==> config.mk <==
export PLATFORM = sky130hd
export DESIGN_NAME = blit_status_and_rop_select
export DESIGN_NICKNAME = d
export VERILOG_FILES = /design/src/common/blit_pkg.sv /design/src/blit_status_and_rop_select.sv
export SDC_FILE = /design/constraint.sdc
export NUM_CORES = 1
export LEC_CHECK = 0
export ABC_AREA = 0
export BUFFER_PORTS_ARGS = -buffer_cell sky130_fd_sc_hd__buf_2
export CORE_MARGIN = 10
export CORE_UTILIZATION = 60
export CTS_BUF_LIST = sky130_fd_sc_hd__clkbuf_2
export DETAILED_ROUTE_END_ITERATION = 8
export PLACE_DENSITY_LB_ADDON = 0.3
export RECOVER_POWER = 25
export SLEW_MARGIN = 25
export SYNTH_ARGS = -nofsm -noshare
export SYNTH_HDL_FRONTEND = slang
export SYNTH_SLANG_ARGS = --single-unit
==> constraint.sdc <==
create_clock -name pclk -period 5.5 [get_ports pclk]
set_input_delay 1.375 -clock pclk [delete_from_list [all_inputs] [get_ports pclk]]
set_output_delay 1.375 -clock pclk [all_outputs]
set_load 0.01 [all_outputs]
==> src/common/blit_pkg.sv <==
// Register map, field layouts and thresholds of the blit status and command block
package blit_pkg;
  localparam int ADDR_W = 16;
  localparam logic [15:0] STATUS_OFS = 16'h8004;
  localparam logic [15:0] CMD_OFS = 16'h8008;
  localparam logic [15:0] CTRL_OFS = 16'h8040;
  localparam logic [15:0] DATA_OFS = 16'h8050;
  localparam int CTRL_ENABLE_BIT = 0;
  localparam int FIFO_DEPTH = 16;
  localparam int CNT_W = 5;
  localparam logic [4:0] HALF_LEVEL = 5'h07;
  localparam logic [4:0] FULL_LEVEL = 5'h0f;
  localparam logic [4:0] RESUME_LEVEL = 5'h0e;
  localparam logic [3:0] OP_WRITE = 4'h0;
  localparam logic [3:0] OP_READ = 4'h1;
  localparam logic [3:0] OP_MOVE_POS = 4'h2;
  localparam logic [3:0] OP_MOVE_NEG = 4'h3;
  localparam logic [3:0] OP_PATTERN = 4'h6;
  localparam logic [31:0] STATUS_RESET = 32'h0000_0000;
  localparam logic [31:0] CMD_RESET = 32'h0000_0000;

  typedef struct packed {
    logic [2:0] rsvd_top;
    logic [4:0] used;
    logic [2:0] rsvd_mid;
    logic [4:0] free;
    logic [8:0] rsvd_low;
    logic not_empty;
    logic half_full;
    logic full;
    logic [2:0] rsvd_bot;
    logic busy;
  } status_t;

  typedef struct packed {
    logic [11:0] rsvd_hi;
    logic [3:0] rop;
    logic [11:0] rsvd_lo;
    logic [3:0] op;
  } cmd_t;

  typedef enum logic {FLOW_RUN, FLOW_PAUSED} flow_t;
endpackage

==> src/blit_status_and_rop_select.sv <==
// Blit engine status, command register, data FIFO and raster-operation unit
//
// Register access over APB was left to the implementer.
`timescale 1ns/1ps
module blit_status_and_rop_select #(
  parameter int DATA_W = 32,
  parameter int PIX_W = 16,
  parameter int DEPTH = blit_pkg::FIFO_DEPTH
) (
  input wire logic pclk,
  input wire logic presetn,
  input wire logic ce,
  input wire logic psel,
  input wire logic penable,
  input wire logic pwrite,
  input wire logic [blit_pkg::ADDR_W-1:0] paddr,
  input wire logic [31:0] pwdata,
  output logic [31:0] prdata,
  output logic pready,
  output logic pslverr,
  input wire logic eng_done,
  input wire logic eng_push_valid,
  input wire logic [DATA_W-1:0] eng_push_data,
  output logic eng_push_ready,
  input wire logic eng_pop_req,
  output logic eng_pop_ack,
  output logic [DATA_W-1:0] eng_pop_data,
  output logic blit_start,
  output logic [3:0] blit_op,
  output logic [3:0] blit_rop,
  output logic [2:0] expand_start,
  input wire logic [PIX_W-1:0] rop_src,
  input wire logic [PIX_W-1:0] rop_pat,
  input wire logic [PIX_W-1:0] rop_dst,
  output logic [PIX_W-1:0] rop_result
);
  localparam int PTR_W = $clog2(DEPTH);
  localparam logic [blit_pkg::CNT_W-1:0] DEPTH_C = blit_pkg::CNT_W'(DEPTH);

  blit_pkg::cmd_t cmd, next_cmd;
  blit_pkg::flow_t flow, next_flow;
  logic busy, next_busy;
  logic start_q, next_start_q;
  logic [DATA_W-1:0] mem [DEPTH];
  logic [DATA_W-1:0] next_mem [DEPTH];
  logic [PTR_W-1:0] wr_ptr, next_wr_ptr, rd_ptr, next_rd_ptr;
  logic [blit_pkg::CNT_W-1:0] count, next_count;
  logic push_ready, next_push_ready;
  logic pop_ack, next_pop_ack;
  logic [DATA_W-1:0] pop_data, next_pop_data;
  logic [31:0] next_prdata;
  logic next_pready, next_pslverr;
  logic data_rd_ok, next_data_rd_ok;
  logic [PIX_W-1:0] next_rop_result;

  logic setup_done, access;
  logic sel_status, sel_cmd, sel_ctrl, sel_data, mapped;
  logic host_push, host_pop, eng_push_ok, eng_pop_ok, do_push, do_pop, start_req;
  logic [DATA_W-1:0] push_word;
  logic [PIX_W-1:0] left_op;

  // Status word as software sees it; no internal pipeline, so used is exact
  function automatic blit_pkg::status_t make_status(
      input logic [blit_pkg::CNT_W-1:0] cnt, input logic bsy);
    blit_pkg::status_t s;
    s = blit_pkg::status_t'(blit_pkg::STATUS_RESET);
    s.used = cnt;
    s.free = DEPTH_C - cnt;
    s.not_empty = (cnt != '0);
    s.half_full = (cnt >= blit_pkg::HALF_LEVEL);
    s.full = (cnt >= blit_pkg::FULL_LEVEL);
    s.busy = bsy;
    return s;
  endfunction

  function automatic logic hit(input logic [blit_pkg::ADDR_W-1:0] a,
      input logic [15:0] ofs);
    return a[blit_pkg::ADDR_W-1:2] == ofs[15:2];
  endfunction

  always_comb begin
    sel_status = hit(paddr, blit_pkg::STATUS_OFS);
    sel_cmd = hit(paddr, blit_pkg::CMD_OFS);
    sel_ctrl = hit(paddr, blit_pkg::CTRL_OFS);
    sel_data = hit(paddr, blit_pkg::DATA_OFS);
    mapped = sel_status | sel_cmd | sel_ctrl | sel_data;
    setup_done = psel & penable & ~pready;
    access = psel & penable & pready & ~pslverr;

    // FIFO traffic; engine push has priority over a host data write
    eng_push_ok = eng_push_valid & push_ready;
    host_push = access & pwrite & sel_data & (count < DEPTH_C) & ~eng_push_ok;
    host_pop = access & ~pwrite & sel_data & data_rd_ok;
    // Engine pops wait while a host data read is in flight, so the word
    // returned on the bus is the one removed
    eng_pop_ok = eng_pop_req & (count != '0) & ~(psel & sel_data & ~pwrite);
    do_push = eng_push_ok | host_push;
    do_pop = host_pop | eng_pop_ok;
    push_word = eng_push_ok ? eng_push_data : pwdata[DATA_W-1:0];

    next_mem = mem;
    next_wr_ptr = wr_ptr;
    next_rd_ptr = rd_ptr;
    if (do_push) begin
      next_mem[wr_ptr] = push_word;
      next_wr_ptr = wr_ptr + 1'b1;
    end
    if (do_pop) begin
      next_rd_ptr = rd_ptr + 1'b1;
    end
    next_count = count + blit_pkg::CNT_W'(do_push) - blit_pkg::CNT_W'(do_pop);
    next_pop_ack = eng_pop_ok;
    next_pop_data = eng_pop_ok ? mem[rd_ptr] : pop_data;

    // Command and start; a zero written to enable is never acted on
    next_cmd = cmd;
    if (access & pwrite & sel_cmd) begin
      next_cmd = blit_pkg::cmd_t'(pwdata);
      next_cmd.rsvd_hi = '0;
      next_cmd.rsvd_lo = '0;
    end
    start_req = access & pwrite & sel_ctrl & pwdata[blit_pkg::CTRL_ENABLE_BIT] & ~busy;
    next_start_q = start_req;
    if (start_req) begin
      next_busy = 1'b1;
    end else if (eng_done) begin
      next_busy = 1'b0;
    end else begin
      next_busy = busy;
    end

    // Read-blit flow: stop at full, restart below the resume level or once busy clears
    next_flow = flow;
    case (flow)
      blit_pkg::FLOW_RUN: begin
        if (next_count == DEPTH_C) begin
          next_flow = blit_pkg::FLOW_PAUSED;
        end
      end
      blit_pkg::FLOW_PAUSED: begin
        if (next_count < blit_pkg::RESUME_LEVEL || !next_busy) begin
          next_flow = blit_pkg::FLOW_RUN;
        end
      end
      default: next_flow = blit_pkg::FLOW_RUN;
    endcase
    // Ready is taken from next count so one accepted push never overfills
    next_push_ready = next_busy & (next_cmd.op == blit_pkg::OP_READ) &
                      (next_flow == blit_pkg::FLOW_RUN) & (next_count < DEPTH_C);

    // APB: one wait state, answer formed when the access phase opens
    next_pready = setup_done;
    next_pslverr = 1'b0;
    next_prdata = '0;
    next_data_rd_ok = data_rd_ok;
    if (setup_done) begin
      next_pslverr = ~mapped | (pwrite & sel_status);
      next_data_rd_ok = ~pwrite & sel_data & (count != '0);
      if (!pwrite) begin
        if (sel_status) begin
          next_prdata = make_status(count, busy);
        end else if (sel_cmd) begin
          next_prdata = cmd;
        end else if (sel_data && count != '0) begin
          next_prdata = 32'(mem[rd_ptr]);
        end
      end
    end else if (access) begin
      next_prdata = prdata;
    end

    // Raster operation; pattern fill takes the pattern as left operand
    left_op = (cmd.op == blit_pkg::OP_PATTERN) ? rop_pat : rop_src;
    for (int i = 0; i < PIX_W; i++) begin
      next_rop_result[i] = cmd.rop[{left_op[i], rop_dst[i]}];
    end
  end

  always_ff @(posedge pclk or negedge presetn) begin
    if (!presetn) begin
      cmd <= blit_pkg::cmd_t'(blit_pkg::CMD_RESET);
      flow <= blit_pkg::FLOW_RUN;
      busy <= 1'b0;
      start_q <= 1'b0;
      for (int i = 0; i < DEPTH; i++) begin
        mem[i] <= '0;
      end
      wr_ptr <= '0;
      rd_ptr <= '0;
      count <= '0;
      push_ready <= 1'b0;
      pop_ack <= 1'b0;
      pop_data <= '0;
      prdata <= '0;
      pready <= 1'b0;
      pslverr <= 1'b0;
      data_rd_ok <= 1'b0;
      rop_result <= '0;
    end else if (ce) begin
      cmd <= next_cmd;
      flow <= next_flow;
      busy <= next_busy;
      start_q <= next_start_q;
      mem <= next_mem;
      wr_ptr <= next_wr_ptr;
      rd_ptr <= next_rd_ptr;
      count <= next_count;
      push_ready <= next_push_ready;
      pop_ack <= next_pop_ack;
      pop_data <= next_pop_data;
      prdata <= next_prdata;
      pready <= next_pready;
      pslverr <= next_pslverr;
      data_rd_ok <= next_data_rd_ok;
      rop_result <= next_rop_result;
    end
  end

  assign eng_push_ready = push_ready;
  assign eng_pop_ack = pop_ack;
  assign eng_pop_data = pop_data;
  assign blit_start = start_q;
  assign blit_op = cmd.op;
  assign blit_rop = cmd.rop;
  assign expand_start = cmd.rop[2:0];

  blit_pkg::status_t rd_stat;
  assign rd_stat = blit_pkg::status_t'(prdata);
endmodule

==> impl_metrics.tcl <==
set metrics [dict create \
    status "finished with violations" \
    violations "capacitance limit, slew limit" \
    start_util_pct 60.97 \
    ioPinCount 233 \
    firstDrtPassIters 5 \
    fin_ws_ns 1.023 \
    dp_worst_setup_slack_ns 0.6992 \
    fp.dieW_um 241.0 \
    postCtsResizedCells 0 \
    grt_remaining_overflow 0 \
    internal_power_mw 6.763 \
    crit_chain "dlygate4sd3_1 > clkbuf_2 > clkbuf_2" \
    p_clk_share_pct 33.0 \
    synth-seq-area-share_pct 53.05 \
    die_y_um 241.0 \
    rows 80 \
    grt_pass1_wl_mm 113.4 \
    max-slew-margin-rel_pct -93.49 \
    drive_gt1_share_pct 59.45 \
    grt_usage_pct 25.93 \
    nets 2278 \
    crit_slowest_cell "clkbuf_2" \
    ctsHoldBuffers 1 \
    syn_inst 1834 \
    synth_ff_type "dfrtp_1" \
    synth_common_cells "621 x dfrtp_1, 510 x mux2_2, 173 x mux4_2" \
    ys_ff_latch 621 \
    fp.coreArea_um2 48050 \
    power.leakage_nw 16.75 \
    grt_setup_unrepaired "false" \
    clock-root-buffer "clkbuf_2" \
    swShare_pct 31.24 \
    yosysMostFrequentCell "dfrtp_1" \
    synthArstFlopShare_pct 100.0 \
    synth_top_area_share_pct 53.05 \
    fillCellCount 3363 \
    worstPathRequired_ns 6.57 \
    finalCriticalPeriod_ns 4.477 \
    post-cts-setup-buffers 0 \
    cp_max_fo 109 \
    min-delay-path-class "input pin to flip-flop" \
    worstSetupStartpointType "input pin" \
    htreeDepth 4 \
    setup_tns_ns 0 \
    ir_worst_vdd_v 0.0001912 \
    finalHoldViolations 0 \
    area_growth_syn_to_layout_pct 11.02 \
    seq_power_share_pct 50.5 \
    cts_sinks 621 \
    crit_type "input pin to asynchronous set/reset pin" \
    numCtsBuffers 154 \
    avgSynthCellArea_um2 15.97 \
    cp_slowest_stage_delay_ns 1.98 \
    crit_arrival_ns 5.54 \
    ant_nets 0 \
    gp_congestion 0.9354 \
    synth_edf_count 0 \
    clockBufferDepth 3 \
    power_density_nw_per_um2 302.4 \
    synth_cell_types 56 \
    crit_top_cell "clkbuf_2" \
    drv_cap 4 \
    critPathCaptureType "asynchronous set/reset pin" \
    grt_pass1_vias 19350 \
    syn-cell-area_um2 29300 \
    vias_per_cell 6.201 \
    first_iter_violations 1288 \
    port_buffers 230 \
    finalClockSkew_ns 0.08096 \
    dp_hpwl_mm 46.14 \
    routedWlPerCell_um 25.80 \
    p_sw_mw 3.072 \
    fin_crit_sh_pct 81.40 \
    path_clk_slew_ns 0.10 \
    finalSetupViolCount 0 \
    insertion_delay_ns 1.34 \
    grt_max_degree 110 \
    cts_tree "built" \
    totalWireLength_mm 73.34 \
    ys_warn_count 0 \
    drcViolationCount 0 \
    p_comb_share_pct 16.6 \
    dieArea_um2 58060 \
    synth.area.top_cells "dfrtp_1 53%, mux2_2 20%, mux4_2 13%, mux2_4 4.6%, clkbuf_1 0.94%" \
    num_vias 17630 \
    yosys.area.top_type "dfrtp_1" \
    finalMaxSlewViolations 285 \
    antenna_found_initial 2 \
    worstMarginPinSlew_ns 2.902 \
    syn_nets 1993 \
    max_freq_mhz 223.4 \
]
metrics by stage:
step / power, mW / cell area (µm²) / utilization [%] / hold slack, ns / cells
global placement: 6.680 / 31080 / 64.68 / 0.4613 / 2577
floorplan: 6.097 / 29300 / - / 0.4355 / 1834
detailed placement: 6.705 / 31080 / 64.68 / 0.4648 / 2577
CTS: 9.962 / 32560 / 67.77 / 0.1441 / 2842
global route: 10.35 / 32520 / 67.69 / 0.2167 / 2843
finish: 9.835 / 32520 / 67.69 / 0.3203 / 2843
power groups by stage:
stage,clock (mW),combinational (mW),sequential (mW)
final,3.24,1.63,4.96
after CTS,3.34,1.66,4.96
after global routing,3.59,1.77,4.99
after global placement,0,1.63,5.05
after detailed placement,0,1.65,5.05
after floorplan,0,1.32,4.77
worst max-delay path: cells and delay by family:
| family | cells | cell delay, ns |
|---|---|---|
| buffers and inverters | 3 | 4.01 |
placed cells by master, fill, tap and decap left out, types with 16 or more instances in the layout:
cell type / Yosys / layout
dfrtp_1: 621 / 617
mux2_2: 510 / 510
buf_2: 29 / 228
clkbuf_2: 0 / 227
mux4_2: 173 / 173
mux2_4: 90 / 90
nand2_1: 58 / 57
buf_4: 22 / 41
ha_1: 21 / 21
clkinv_1: 0 / 20
a22oi_1: 19 / 19
inv_1: 18 / 18
mux2i_1: 18 / 18
a22o_1: 16 / 16
final timing paths:
path / startpoint / endpoint / slack, ns / depth (start not counted)
max: presetn / mem[79]$_DFFE_PN0P_ / 1.02 / 3
min in group asynchronous: presetn / eng_pop_data[31]$_DFFE_PN0P_ / 1.51 / 2
min: pwdata[18] / blit_rop[2]$_DFFE_PN0P_ / 0.32 / 2
max reg2reg: count[1]$_DFFE_PN0P_ / eng_push_ready$_DFFE_PN0P_ / 1.33 / 16
min reg2reg: data_rd_ok$_DFFE_PN0P_ / data_rd_ok$_DFFE_PN0P_ / 0.49 / 2
max in group pclk: count[1]$_DFFE_PN0P_ / eng_push_ready$_DFFE_PN0P_ / 1.33 / 16
layout make-up:
type,count,area (µm²),area share (%)
Inverter,18,67.56,0.2077
Sequential cell,621,15550,47.82
Clock buffer,224,1121,3.447
Tap cell,615,769.5,2.366
Timing Repair Buffer,281,1618,4.974
Antenna cell,1,2.502,0.007694
Multi-Input combinational cell,1043,13040,40.10
Clock inverter,40,350.3,1.077
kinds of logic (layout without fill, tap and decap cells):
| logic type | count (synthesis) | in the layout | synth area share (%) |
|---|---|---|---|
| AND/OR/NAND/NOR | 148 | 148 | 2.913 |
| buffers and inverters | 170 | 563 | 2.840 |
| adder cells (fa/ha/maj) | 22 | 22 | 0.9652 |
| AO/OA/AOI/OAI | 71 | 71 | 1.760 |
| other | 0 | 1 | 0 |
| multiplexers | 793 | 793 | 38.21 |
| flip-flops | 621 | 621 | 53.05 |
| XOR/XNOR | 9 | 9 | 0.2691 |
metal layers:
layer / global-route usage, % / wire (µm)
met5: 0 / 0
met4: 10.06 / 1951
met3: 7.414 / 5814
met2: 40.76 / 34940
met1: 33.82 / 30630
flip-flops by register name (all words and copies together) (netlist names), 5 cells and up:
signal        cells
mem             512
eng_pop_data     32
prdata           32
rop_result       16
count             5
Power figures use the tool's default switching activity.
